--- src/hdl/scdr_cfg.svh ---
`ifndef SCDR_CFG_SVH
`define SCDR_CFG_SVH
`define SCDR_FRAME_BITS 32
`define SCDR_CMD_MSB 31
`define SCDR_CMD_LSB 28
`define SCDR_CRC_INIT 8'hFF
`define SCDR_CRC_POLY 8'h2F
`define SCDR_ST_ERROR 2'h3
`define SCDR_ST_OK 2'h0
`define SCDR_ECHO_READ 4'h6
`define SCDR_ECHO_WRITE 4'h4
`endif

--- src/hdl/scdr_pkg.sv ---
package scdr_pkg;
   typedef enum logic [4:0] {
      SCDR_CMD_NONE = 5'h01,
      SCDR_CMD_SENSOR = 5'h02,
      SCDR_CMD_WRITE = 5'h04,
      SCDR_CMD_READ = 5'h08,
      SCDR_CMD_RSVD = 5'h10
   } scdr_cmd_t;
endpackage : scdr_pkg

--- src/hdl/scdr_sync.sv ---
`timescale 1ns/100ps
module scdr_sync (
   input wire logic clk,
   input wire logic arst_n,
   input wire logic d,
   output logic q
);
   logic s1_reg;
   logic s2_reg;
   always_ff @(posedge clk or negedge arst_n) begin
      if (!arst_n) begin
         s1_reg <= 1'b0;
         s2_reg <= 1'b0;
      end else begin
         s1_reg <= d;
         s2_reg <= s1_reg;
      end
   end
   assign q = s2_reg;
endmodule : scdr_sync

--- src/hdl/scdr_crc8.sv ---
`timescale 1ns/100ps
`include "scdr_cfg.svh"
// Replaceable CRC: swap polynomial/seed via the SCDR_CRC_POLY and SCDR_CRC_INIT macros only
module scdr_crc8 (
   input wire logic [23:0] data,
   output logic [7:0] crc
);
   always_comb begin
      logic [7:0] c;
      c = `SCDR_CRC_INIT;
      for (int i = 23; i >= 0; i--) begin
         if (c[7] ^ data[i]) begin
            c = {c[6:0], 1'b0} ^ `SCDR_CRC_POLY;
         end else begin
            c = {c[6:0], 1'b0};
         end
      end
      crc = c;
   end
endmodule : scdr_crc8

--- src/hdl/scdr_top.sv ---
`timescale 1ns/100ps
`include "scdr_cfg.svh"
module scdr_top (
   input wire logic clk,
   input wire logic arst_n,
   input wire logic sclk,
   input wire logic mosi,
   input wire logic ss_n,
   output logic miso,
   output logic miso_oe,
   input wire logic miso_err,
   input wire logic [1:0] basic_status,
   input wire logic [1:0] detail_status,
   input wire logic sensor_valid,
   input wire logic [11:0] sensor_sample,
   output logic [6:0] reg_word_addr,
   input wire logic [7:0] reg_even_data,
   input wire logic [7:0] reg_odd_data,
   output logic sensor_req,
   output logic [2:0] data_source_id,
   output logic spi_err
);
   logic sclk_s;
   logic mosi_s;
   logic ss_n_s;
   logic sclk_d_reg;
   logic ss_d_reg;
   logic [31:0] rx_reg, rx_next;
   logic [31:0] tx_reg, tx_next;
   logic [5:0] cnt_reg, cnt_next;
   logic miso_reg, miso_next;
   logic oe_reg, oe_next;
   logic [6:0] addr_reg, addr_next;
   logic sreq_reg, sreq_next;
   logic [2:0] src_reg, src_next;
   logic err_reg, err_next;
   logic [7:0] crc_rx;
   logic [7:0] crc_tx;
   logic [23:0] tx_body;
   logic rise;
   logic fall;
   logic ss_fall;
   logic ss_rise;
   scdr_pkg::scdr_cmd_t kind;

   // Pins come from another domain; 320 ns link clock vs 40 ns gives margin
   scdr_sync u_sync_sclk (.clk(clk), .arst_n(arst_n), .d(sclk), .q(sclk_s));
   scdr_sync u_sync_mosi (.clk(clk), .arst_n(arst_n), .d(mosi), .q(mosi_s));
   scdr_sync u_sync_ss (.clk(clk), .arst_n(arst_n), .d(ss_n), .q(ss_n_s));

   scdr_crc8 u_crc_rx (.data(rx_reg[31:8]), .crc(crc_rx));
   scdr_crc8 u_crc_tx (.data(tx_body), .crc(crc_tx));

   assign rise = sclk_s & ~sclk_d_reg & ~ss_n_s;
   assign fall = ~sclk_s & sclk_d_reg & ~ss_n_s;
   assign ss_fall = ~ss_n_s & ss_d_reg;
   assign ss_rise = ss_n_s & ~ss_d_reg;

   // Decode of the completed frame's command nibble
   always_comb begin
      kind = scdr_pkg::SCDR_CMD_RSVD;
      if (rx_reg[28]) begin
         kind = scdr_pkg::SCDR_CMD_SENSOR;
      end else begin
         unique case (rx_reg[31:28])
            4'h0: kind = scdr_pkg::SCDR_CMD_NONE;
            4'h8: kind = scdr_pkg::SCDR_CMD_WRITE;
            4'hC: kind = scdr_pkg::SCDR_CMD_READ;
            default: kind = scdr_pkg::SCDR_CMD_RSVD;
         endcase
      end
   end

   // Response body built at select rise, sent in the next frame
   always_comb begin
      logic bad;
      logic [1:0] st;
      bad = (crc_rx != rx_reg[7:0]) | (cnt_reg != 6'h20);
      st = basic_status;
      tx_body = 24'h000000;
      unique case (kind)
         scdr_pkg::SCDR_CMD_READ: begin
            // Reserved bits or data byte nonzero give the error status reply, without setting spi_err
            if (bad | miso_err | (rx_reg[27:24] != 4'h0) |
                (rx_reg[15:8] != 8'h00)) begin
               tx_body = {4'h0, `SCDR_ST_ERROR, 2'h0,
                          reg_odd_data, reg_even_data};
            end else begin
               tx_body = {`SCDR_ECHO_READ, st, 2'h0,
                          reg_odd_data, reg_even_data};
            end
         end
         scdr_pkg::SCDR_CMD_SENSOR: begin
            if (bad | ~sensor_valid) begin
               tx_body = {4'h0, `SCDR_ST_ERROR, 16'h0000,
                          detail_status};
            end else begin
               tx_body = {rx_reg[28], rx_reg[31:29], st,
                          sensor_sample, 4'h0, detail_status};
            end
         end
         scdr_pkg::SCDR_CMD_WRITE: begin
            tx_body = {4'h0, `SCDR_ST_ERROR, 2'h0,
                       reg_odd_data, reg_even_data};
         end
         default: begin
            tx_body = {4'h0, `SCDR_ST_ERROR, 16'h0000, detail_status};
         end
      endcase
   end

   always_comb begin
      rx_next = rx_reg;
      tx_next = tx_reg;
      cnt_next = cnt_reg;
      miso_next = miso_reg;
      oe_next = oe_reg;
      addr_next = addr_reg;
      sreq_next = 1'b0;
      src_next = src_reg;
      err_next = err_reg;
      if (ss_fall) begin
         cnt_next = 6'h00;
         oe_next = 1'b1;
         miso_next = tx_reg[31];
      end else if (rise && cnt_reg != 6'h20) begin
         rx_next = {rx_reg[30:0], mosi_s};
         cnt_next = cnt_reg + 6'h01;
      end else if (fall) begin
         tx_next = {tx_reg[30:0], 1'b0};
         miso_next = tx_reg[30];
      end
      // Address settles once all 32 bits are in, well before select rises
      if (cnt_reg == 6'h20 && kind == scdr_pkg::SCDR_CMD_READ) begin
         addr_next = rx_reg[23:17];
      end
      if (ss_rise) begin
         oe_next = 1'b0;
         miso_next = 1'b0;
         tx_next = {tx_body, crc_tx};
         err_next = (crc_rx != rx_reg[7:0]) | (cnt_reg != 6'h20);
         if (kind == scdr_pkg::SCDR_CMD_READ) begin
            addr_next = rx_reg[23:17];
         end
         if (kind == scdr_pkg::SCDR_CMD_SENSOR) begin
            sreq_next = 1'b1;
            src_next = rx_reg[31:29];
         end
      end
   end

   // Word address comes from a flop so the map sees a clean value
   assign reg_word_addr = addr_reg;

   always_ff @(posedge clk or negedge arst_n) begin
      if (!arst_n) begin
         sclk_d_reg <= 1'b0;
         ss_d_reg <= 1'b1;
         rx_reg <= 32'h00000000;
         tx_reg <= {4'h0, `SCDR_ST_ERROR, 26'h0000000};
         cnt_reg <= 6'h00;
         miso_reg <= 1'b0;
         oe_reg <= 1'b0;
         addr_reg <= 7'h00;
         sreq_reg <= 1'b0;
         src_reg <= 3'h0;
         err_reg <= 1'b0;
      end else begin
         sclk_d_reg <= sclk_s;
         ss_d_reg <= ss_n_s;
         rx_reg <= rx_next;
         tx_reg <= tx_next;
         cnt_reg <= cnt_next;
         miso_reg <= miso_next;
         oe_reg <= oe_next;
         addr_reg <= addr_next;
         sreq_reg <= sreq_next;
         src_reg <= src_next;
         err_reg <= err_next;
      end
   end

   assign miso = miso_reg;
   assign miso_oe = oe_reg;
   assign sensor_req = sreq_reg;
   assign data_source_id = src_reg;
   assign spi_err = err_reg;

   a_read_echo: assert property (@(posedge clk) disable iff (!arst_n)
      ss_rise && kind == scdr_pkg::SCDR_CMD_READ && !err_next && !miso_err
      && rx_reg[27:24] == 4'h0 && rx_reg[15:8] == 8'h00
      |=> tx_reg[31:28] == `SCDR_ECHO_READ)
      else $error("read echo wrong");
   a_read_bytes: assert property (@(posedge clk) disable iff (!arst_n)
      ss_rise && kind == scdr_pkg::SCDR_CMD_READ
      |=> tx_reg[23:8] == {$past(reg_odd_data), $past(reg_even_data)})
      else $error("read data order wrong");
   a_read_error: assert property (@(posedge clk) disable iff (!arst_n)
      ss_rise && kind == scdr_pkg::SCDR_CMD_READ && miso_err
      |=> tx_reg[31:26] == 6'h03)
      else $error("read error frame missing");
   a_sensor_err: assert property (@(posedge clk) disable iff (!arst_n)
      ss_rise && kind == scdr_pkg::SCDR_CMD_SENSOR && !sensor_valid
      |=> tx_reg[31:10] == 22'h030000)
      else $error("sensor error frame wrong");
   a_sensor_echo: assert property (@(posedge clk) disable iff (!arst_n)
      ss_rise && kind == scdr_pkg::SCDR_CMD_SENSOR && sensor_valid
      && !err_next |=> tx_reg[31:28] == {$past(rx_reg[28]),
      $past(rx_reg[31:29])})
      else $error("sensor echo wrong");
   a_source_id: assert property (@(posedge clk) disable iff (!arst_n)
      ss_rise && rx_reg[28] |=> sensor_req && data_source_id ==
      $past(rx_reg[31:29]))
      else $error("source id wrong");
   a_zero_ignored: assert property (@(posedge clk) disable iff (!arst_n)
      ss_rise && rx_reg[31:28] == 4'h0 |=> !sensor_req)
      else $error("code zero acted on");
   a_word_addr: assert property (@(posedge clk) disable iff (!arst_n)
      ss_rise && kind == scdr_pkg::SCDR_CMD_READ
      |=> reg_word_addr == $past(rx_reg[23:17]))
      else $error("word address wrong");
   a_idle_quiet: assert property (@(posedge clk) disable iff (!arst_n)
      ss_n_s && ss_d_reg |=> !miso_oe && $stable(rx_reg))
      else $error("active while deselected");
endmodule : scdr_top

--- config.mk ---
export PLATFORM = sky130hd
export DESIGN_NAME = scdr_top
export DESIGN_NICKNAME = d
export VERILOG_FILES = /design/src/hdl/scdr_pkg.sv /design/src/hdl/scdr_sync.sv /design/src/hdl/scdr_crc8.sv /design/src/hdl/scdr_top.sv
export VERILOG_INCLUDE_DIRS = /design/src /design/src/hdl
export SDC_FILE = /design/constraint.sdc
export NUM_CORES = 1
export LEC_CHECK = 0
export BUFFER_PORTS_ARGS = -buffer_cell sky130_fd_sc_hd__buf_4
export CAP_MARGIN = 20
export CORE_ASPECT_RATIO = 2
export CORE_MARGIN = 2
export CORE_UTILIZATION = 60
export CTS_CLUSTER_DIAMETER = 120
export DETAILED_ROUTE_END_ITERATION = 12
export GPL_TIMING_DRIVEN = 0
export PLACE_DENSITY = 0.8
export REMOVE_ABC_BUFFERS = 1
export SETUP_SLACK_MARGIN = 0.3
export SLEW_MARGIN = 20
export SYNTH_ARGS = -nofsm -noshare
export SYNTH_HDL_FRONTEND = slang
export SYNTH_HIERARCHICAL = 1
export SYNTH_SLANG_ARGS = --single-unit
--- constraint.sdc ---
create_clock -name clk -period 6.9 [get_ports clk]
set_input_delay 0.345 -clock clk [delete_from_list [all_inputs] [get_ports clk]]
set_output_delay 0.345 -clock clk [all_outputs]
set_load 0.05 [all_outputs]
### Word level (Yosys, flattened, before mapping)

Cells that the tools add are included.

* bits in latches: 0
* register bits: 92
* bits in writable memories: 0
* output and inout bits: 14
* bits in read-only memories: 0
* memories kept: 0
* bits of input ports: 39

* bitwise operators: 109
* add/sub/neg operators: 1
* eq/ne operators: 11
* shift operators: 0
* divide/modulo/power cells: 0
* reductions and logical operators: 13
* order comparisons: 0
* multiply operators: 0
* mux-type cells: 70

Operators by type and width (count)
* $mux 6: 50
* $not 5->5: 46
* $mux 32: 4
* $pmux 24 s3: 1
* $xor 1x1->1: 42
* $mux 24: 1
* $mux 23: 1
* $mux 7: 3
* $pmux 5 s3: 1
* $eq 4x4->1 const B: 2
* $mux 1: 8
* $ne 8x8->1: 1
* $reduce_bool 8->1: 1
* $add 6x1->6 const B: 1
* $and 1x1->1: 6
* $eq 6x6->1 const B: 1
* $ne 6x6->1 const B: 1
* $not 1->1: 6
* $reduce_and 2->1: 3
* $reduce_bool 2->1: 3
* $eq 5x2->1 const B: 1
* $eq 5x3->1 const B: 1
* $eq 5x4->1 const B: 1
* $mux 5: 1
* 10 further kinds: 18

### Logic depth before layout (Yosys ltp)

* word-level depth: 102
* mapped depth: 18

### Modules after synthesis

Netlist, hierarchy kept.

By module, submodules not included
* scdr_top: area an instance 4384.2 um^2, cells an instance 398, instances 1
* scdr_crc8: area an instance 797.0 um^2, cells an instance 58, instances 2
* scdr_sync: area an instance 50.0 um^2, cells an instance 2, instances 3

### Worst setup path after synthesis

OpenSTA, ideal clock, no wires.

* path kind: register -> register
* start: register rx_reg[30]
* end: register tx_reg[3]
* arrival: 5.707 ns
* cell stages (with the launch flop): 17
* path buffers: 0
* path slack: 1.067 ns
* period minus slack after synthesis: 5.833 ns
* path through: dfrtp_1 -> xor3_2 -> xnor3_2 -> xnor3_2 -> xnor3_2 -> xnor3_1 -> xor2_1 -> nor4_2 -> nand3_1 -> nor3b_1 -> xor3_2 -> xnor3_2 -> xnor3_2 -> xnor3_2 -> xnor3_1 -> mux2i_1 -> a21oi_1

RTL lines
* from (decl): RTL line scdr_top.sv:28 `logic [31:0] rx_reg, rx_next;`
* from (signal assigned): RTL line scdr_top.sv:171 `rx_reg <= rx_next;`
* $xor 1x1->1 *: RTL line scdr_crc8.sv:12 `if (c[7] ^ data[i]) begin`
* $mux 6 *: RTL line scdr_crc8.sv:12
* $xor 1x1->1 or $not 5->5 (tied branches)
* $mux 6: RTL line scdr_crc8.sv:12
* $not 5->5 (no source line)
* $mux 6: RTL line scdr_crc8.sv:12
* $not 5->5 (no source line)
* $mux 6: RTL line scdr_crc8.sv:12
* [24 not listed]
* via crc_rx[3]: RTL line scdr_top.sv:37 `logic [7:0] crc_rx;`
* [7 not listed]
* via tx_body[22]: RTL line scdr_top.sv:39 `logic [23:0] tx_body;`
* [26 not listed]
* $not 5->5 (no source line)
* $mux 6: RTL line scdr_crc8.sv:12
* $not 5->5 (no source line)
* $mux 6: RTL line scdr_crc8.sv:12
* $not 5->5 (no source line)
* $mux 6 *: RTL line scdr_crc8.sv:12
* via crc_tx[3]: RTL line scdr_top.sv:38 `logic [7:0] crc_tx;`
* $mux 32 *: RTL line scdr_top.sv:137 `if (ss_rise) begin`
* to (signal assigned): RTL line scdr_top.sv:160 `` tx_reg <= {4'h0, `SCDR_ST_ERROR, 26'h0000000}; ``
* to (signal assigned): RTL line scdr_top.sv:172 `tx_reg <= tx_next;`
* to (decl): RTL line scdr_top.sv:29 `logic [31:0] tx_reg, tx_next;`

The timed path passes the listed nets; every way through them passes the cells marked *.
A chain may end at the register's enable or synchronous reset.

### Final worst setup path

* start: register rx_reg[31]
* end: register tx_reg[3]

RTL lines (RTL line)
* $mux 6 *: scdr_crc8.sv:12
* $mux 6 or $not 5->5 (tied branches)
* $not 5->5 (no source line) or $mux 6 (tied branches)
* $mux 6 or $not 5->5 (tied branches)
* $xor 1x1->1, or another cell as far along: scdr_crc8.sv:12
* $mux 6 or $not 5->5 (tied branches)
* $not 5->5 (no source line), or another cell as far along
* $mux 6: scdr_crc8.sv:12
* [24 not listed]
* via crc_rx[3]: scdr_top.sv:37
* [5 not listed]
* via tx_body[15]: scdr_top.sv:39
* [16 not listed]
* $not 5->5 (no source line), or another cell as far along
* $mux 6: scdr_crc8.sv:12
* $not 5->5 (no source line) or $xor 1x1->1 (tied branches)
* $mux 6: scdr_crc8.sv:12
* $not 5->5 (no source line) or $xor 1x1->1 (tied branches)
* $mux 6 *: scdr_crc8.sv:12
* via crc_tx[3]: scdr_top.sv:38
* $mux 32 *: scdr_top.sv:137

Marked as above.

==> impl_metrics.prom <==
# TYPE chip_impl_metric gauge
chip_impl_metric{name="slew_violations",unit=""} 0
chip_impl_info{name="synthTopCellsByArea",value="sky130_fd_sc_hd__dfrtp_1, sky130_fd_sc_hd__mux2_2, sky130_fd_sc_hd__xnor2_1, sky130_fd_sc_hd__xnor3_1, sky130_fd_sc_hd__mux2i_1"} 1
chip_impl_metric{name="synth_edf_count",unit=""} 0
chip_impl_metric{name="postSynthCellCount",unit=""} 520
chip_impl_metric{name="detailroute.wirelength.met3",unit="um"} 439
chip_impl_metric{name="slew_headroom",unit=""} 0.228
chip_impl_metric{name="final-seq-area",unit="um2"} 2310
chip_impl_metric{name="boundaryPins",unit=""} 53
chip_impl_metric{name="detailedRoute.firstPassIterationCount",unit=""} 4
chip_impl_info{name="critical_path.startpoint_type",value="register"} 1
chip_impl_metric{name="antenna_violating_nets_post_route",unit=""} 0
chip_impl_info{name="postSynth.topFlopCell",value="sky130_fd_sc_hd__dfrtp_1"} 1
chip_impl_metric{name="synth_seq_cells",unit=""} 92
chip_impl_metric{name="clockPowerShare",unit=""} 0.347
chip_impl_metric{name="internal_power",unit="mW"} 1.10
chip_impl_metric{name="grt_antenna_before_repair",unit=""} 0
chip_impl_metric{name="detail_route.wirelength",unit="um"} 13300
chip_impl_metric{name="pin_count_of_the_biggest_net_entering_global_routing",unit=""} 93
chip_impl_metric{name="netlist-cell-type-count",unit=""} 57
chip_impl_metric{name="route.detailed.wl_per_inst",unit="um"} 19.0
chip_impl_info{name="synthMostInstantiatedCell",value="sky130_fd_sc_hd__dfrtp_1"} 1
chip_impl_metric{name="grt_usage",unit=""} 0.253
chip_impl_metric{name="swShare",unit=""} 0.278
chip_impl_metric{name="detail_route.vias_per_cell",unit=""} 5.91
chip_impl_metric{name="comb_power_share",unit=""} 0.201
chip_impl_metric{name="fin_cells",unit=""} 701
chip_impl_metric{name="drt_iter0_markers",unit=""} 217
chip_impl_metric{name="clk_path_buf_depth",unit=""} 2
chip_impl_metric{name="transition_at_the_pin_with_the_smallest_max_transition_slack",unit="ns"} 1.15
chip_impl_metric{name="dieWidth",unit="um"} 75.5
chip_impl_metric{name="dp_cells",unit=""} 683
chip_impl_metric{name="effective_utilization_at_floorplan",unit=""} 0.612
chip_impl_metric{name="dpl.hpwl",unit="um"} 9900
chip_impl_metric{name="critical_path_peak_fanout",unit=""} 12
chip_impl_metric{name="die_area",unit="um2"} 11100
chip_impl_metric{name="num-fill-cells",unit=""} 741
chip_impl_info{name="endpoint_kind",value="register"} 1
chip_impl_metric{name="timing.final.ws_setup",unit="ns"} 0.577
chip_impl_metric{name="period_minus_slack",unit="ns"} 6.32
chip_impl_metric{name="rows",unit=""} 52
chip_impl_metric{name="timing.fmax",unit="GHz"} 0.158
chip_impl_metric{name="synth_seq_area_share",unit=""} 0.376
chip_impl_metric{name="worst_ir_drop_vdd",unit="V"} 0.000223
chip_impl_metric{name="cts_made_buffers",unit=""} 9
chip_impl_metric{name="met2WireLength",unit="um"} 7670
chip_impl_info{name="outcome",value="completed"} 1
chip_impl_metric{name="detail_route.drc_violations",unit=""} 0
chip_impl_metric{name="grt_overflow",unit=""} 0
chip_impl_metric{name="yosysWarnings",unit=""} 6
chip_impl_metric{name="first_pass_grt_wire_length",unit="um"} 21000
chip_impl_metric{name="cellPowerDensity",unit="nW/um2"} 215
chip_impl_metric{name="post_synth.cell_area_avg",unit="um2"} 11.8
chip_impl_metric{name="htree_num_levels",unit=""} 3
chip_impl_info{name="synthDominantAreaCellType",value="sky130_fd_sc_hd__dfrtp_1"} 1
chip_impl_metric{name="clkSlewWorstSetupHoldPaths",unit="ns"} 0.07
chip_impl_metric{name="timing.final.crit_share",unit=""} 0.916
chip_impl_metric{name="final.hold.worst_slack",unit="ns"} 0.0636
chip_impl_metric{name="cts.sink_count",unit=""} 92
chip_impl_metric{name="multi_input_area",unit="um2"} 3690
chip_impl_metric{name="finClkSkew",unit="ns"} 0.00880
chip_impl_metric{name="dp_slack",unit="ns"} -0.708
chip_impl_info{name="highest-signal-layer",value="met4"} 1
chip_impl_metric{name="setup_violations",unit=""} 0
chip_impl_info{name="critical_path_class",value="register to register"} 1
chip_impl_info{name="min_path_type",value="input pin to async pin"} 1
chip_impl_metric{name="nNetsFinal",unit=""} 604
chip_impl_metric{name="fp.dieH",unit="um"} 147
chip_impl_info{name="cts_tree",value="yes"} 1
chip_impl_metric{name="met1_length",unit="um"} 4700
chip_impl_metric{name="power.net_switching",unit="uW"} 422
chip_impl_metric{name="first_global_vias",unit=""} 4345
chip_impl_metric{name="drive_gt1_frac",unit=""} 0.274
chip_impl_metric{name="synth.top_cell.area_share",unit=""} 0.363
chip_impl_info{name="setup_repair_after_global_routing_missed_its_margin",value="no"} 1
chip_impl_metric{name="mappedNetlistArea",unit="um2"} 6130
chip_impl_metric{name="critical_path_required",unit="ns"} 7.13
chip_impl_metric{name="cp_data_arrival_time",unit="ns"} 6.55
chip_impl_metric{name="source_to_sink_clock_delay_at_the_later_pin_of_the_worst_skew_pair",unit="ns"} 0.34
chip_impl_metric{name="synth_async_sr_flop_share",unit=""} 1.00
chip_impl_info{name="cts_root_buffer",value="sky130_fd_sc_hd__clkbuf_16"} 1
chip_impl_metric{name="maxCapViolCount",unit=""} 0
chip_impl_metric{name="seq_power_share",unit=""} 0.452
chip_impl_metric{name="number_of_antenna_repair_diodes",unit=""} 0
chip_impl_info{name="ys_top_cells_by_count",value="sky130_fd_sc_hd__dfrtp_1, sky130_fd_sc_hd__xnor2_1, sky130_fd_sc_hd__mux2_2"} 1
chip_impl_metric{name="port_buffers",unit=""} 52
chip_impl_metric{name="placeableCoreArea",unit="um2"} 10000
chip_impl_metric{name="routabilityCongestion",unit=""} 0.885
chip_impl_metric{name="r2r_slack",unit="ns"} 0.58
chip_impl_metric{name="detailroute.via_count",unit=""} 4141
chip_impl_metric{name="p_leak",unit="nW"} 3.40
chip_impl_metric{name="timing.final.hold_violations",unit=""} 0
chip_impl_metric{name="areaGrowthSynthToFinish",unit="%"} 15.2
-- worst paths after layout --
kind,from,to,cells after the start
hold reg to reg,u_sync_ss/s1_reg,u_sync_ss/q,0
setup reg to reg,rx_reg[31],tx_reg[3],17
hold / removal,arst_n,tx_reg[21],1
setup / recovery,rx_reg[31],tx_reg[3],17
min in group clk,mosi,u_sync_mosi/s1_reg,1
max in group asynchronous,arst_n,rx_reg[28],1
-- layout make-up --
type	count	area share
Inverter	12	0.00638
Sequential cell	92	0.327
Clock buffer	13	0.0397
Timing Repair Buffer	58	0.0735
Multi-Input combinational cell	388	0.523
Clock inverter	3	0.00603
Tap cell	135	0.0239
-- metrics by stage --
stage	power, mW	setup TNS [ns]	utilization	instance area [um2]
2_1_floorplan	0.888	0	-	5990
3_3_place_gp	0.961	-2.94	0.654	6550
3_5_place_dp	0.987	-3.10	0.666	6680
4_1_cts	1.53	0	0.703	7040
5_1_grt	1.59	0	0.705	7060
6_report	1.52	0	0.705	7060
-- routing by layer --
layer | global-route usage | up-vias
met2 | 0.476 | 124
met5 | 0 | -
li1 | - | 1927
met1 | 0.259 | 2055
met4 | 0.109 | 0
met3 | 0.0418 | 35
-- critical path: stages, from the launching register on --
cell and delay [ns]:
sky130_fd_sc_hd__dfrtp_1 0.54, sky130_fd_sc_hd__xnor2_2 0.40, sky130_fd_sc_hd__xnor3_2 0.43, sky130_fd_sc_hd__xnor3_2 0.39
sky130_fd_sc_hd__xnor3_2 0.44, sky130_fd_sc_hd__xnor3_1 0.37, sky130_fd_sc_hd__xor2_1 0.19, sky130_fd_sc_hd__nor4_4 0.34
sky130_fd_sc_hd__buf_4 0.25, sky130_fd_sc_hd__nand4_1 0.17, sky130_fd_sc_hd__a21oi_2 0.41, sky130_fd_sc_hd__xor2_1 0.37
sky130_fd_sc_hd__xnor3_2 0.55, sky130_fd_sc_hd__xnor2_1 0.33, sky130_fd_sc_hd__xnor3_2 0.45, sky130_fd_sc_hd__xnor3_1 0.35
sky130_fd_sc_hd__mux2i_1 0.14, sky130_fd_sc_hd__a21oi_1 0.09
-- logic make-up (layout without fill, tap and decap cells) --
kind of cell    after synthesis  after routing  synth area share
mux                          79             79             0.138
buf+inv                      40             86            0.0296
fa+ha+maj                     4              4           0.00817
flops                        92             92             0.376
simple gates                118            118             0.109
compound gates               60             60            0.0631
xor+xnor                    127            127             0.275
-- cells in the final DEF (no fill, tap or decap), types with 2 or more instances in the layout --
cell type | Yosys | layout
sky130_fd_sc_hd__xor2_1 | 34 | 34
sky130_fd_sc_hd__nor2_1 | 35 | 35
sky130_fd_sc_hd__and2_1 | 6 | 6
sky130_fd_sc_hd__xnor3_4 | 4 | 4
sky130_fd_sc_hd__a31oi_1 | 21 | 21
sky130_fd_sc_hd__xnor2_1 | 53 | 53
sky130_fd_sc_hd__xnor2_2 | 2 | 2
sky130_fd_sc_hd__nor3_2 | 1 | 2
sky130_fd_sc_hd__clkbuf_16 | 0 | 9
sky130_fd_sc_hd__nor3b_2 | 1 | 2
sky130_fd_sc_hd__xnor3_2 | 8 | 8
sky130_fd_sc_hd__clkbuf_8 | 0 | 4
sky130_fd_sc_hd__nor2b_1 | 4 | 4
sky130_fd_sc_hd__a21oi_1 | 22 | 21
sky130_fd_sc_hd__ha_1 | 4 | 3
sky130_fd_sc_hd__o21ai_0 | 4 | 4
sky130_fd_sc_hd__mux2_2 | 43 | 43
sky130_fd_sc_hd__buf_4 | 2 | 53
sky130_fd_sc_hd__xor3_2 | 2 | 2
sky130_fd_sc_hd__o21ai_1 | 3 | 3
sky130_fd_sc_hd__or3_1 | 2 | 2
sky130_fd_sc_hd__nand3_1 | 5 | 4
sky130_fd_sc_hd__nand4_1 | 14 | 14
sky130_fd_sc_hd__xnor3_1 | 20 | 20
sky130_fd_sc_hd__nand2_1 | 16 | 16
sky130_fd_sc_hd__mux2i_1 | 33 | 33
sky130_fd_sc_hd__buf_16 | 0 | 4
sky130_fd_sc_hd__inv_1 | 12 | 12
sky130_fd_sc_hd__o41a_1 | 2 | 2
sky130_fd_sc_hd__dfrtp_1 | 89 | 86
sky130_fd_sc_hd__dfrtp_2 | 0 | 2
sky130_fd_sc_hd__mux2_1 | 3 | 3
sky130_fd_sc_hd__and3_1 | 16 | 16
sky130_fd_sc_hd__or3b_1 | 2 | 2
sky130_fd_sc_hd__xor3_1 | 4 | 4
sky130_fd_sc_hd__nor4_4 | 1 | 3
sky130_fd_sc_hd__dfstp_2 | 3 | 3
sky130_fd_sc_hd__nand2b_1 | 2 | 2
-- power by group through the flow --
stage / sequential, mW / clock, mW / combinational [mW]
final: 0.687 / 0.528 / 0.306
after global routing: 0.697 / 0.558 / 0.338
after CTS: 0.686 / 0.538 / 0.307
after detailed placement: 0.696 / 0 / 0.291
after global placement: 0.690 / 0 / 0.272
after floorplan: 0.690 / 0 / 0.198
-- what timing repair did --
item / CTS / global route
gates cloned: 0 / 0
buffers inserted: 2 / 0
pin swaps: 2 / 0
resized for setup: 5 / 5
hold buffers: 0 / 0
setup endpoints to repair: 8 / 3
No activity file was read; power rests on OpenSTA's default activity.
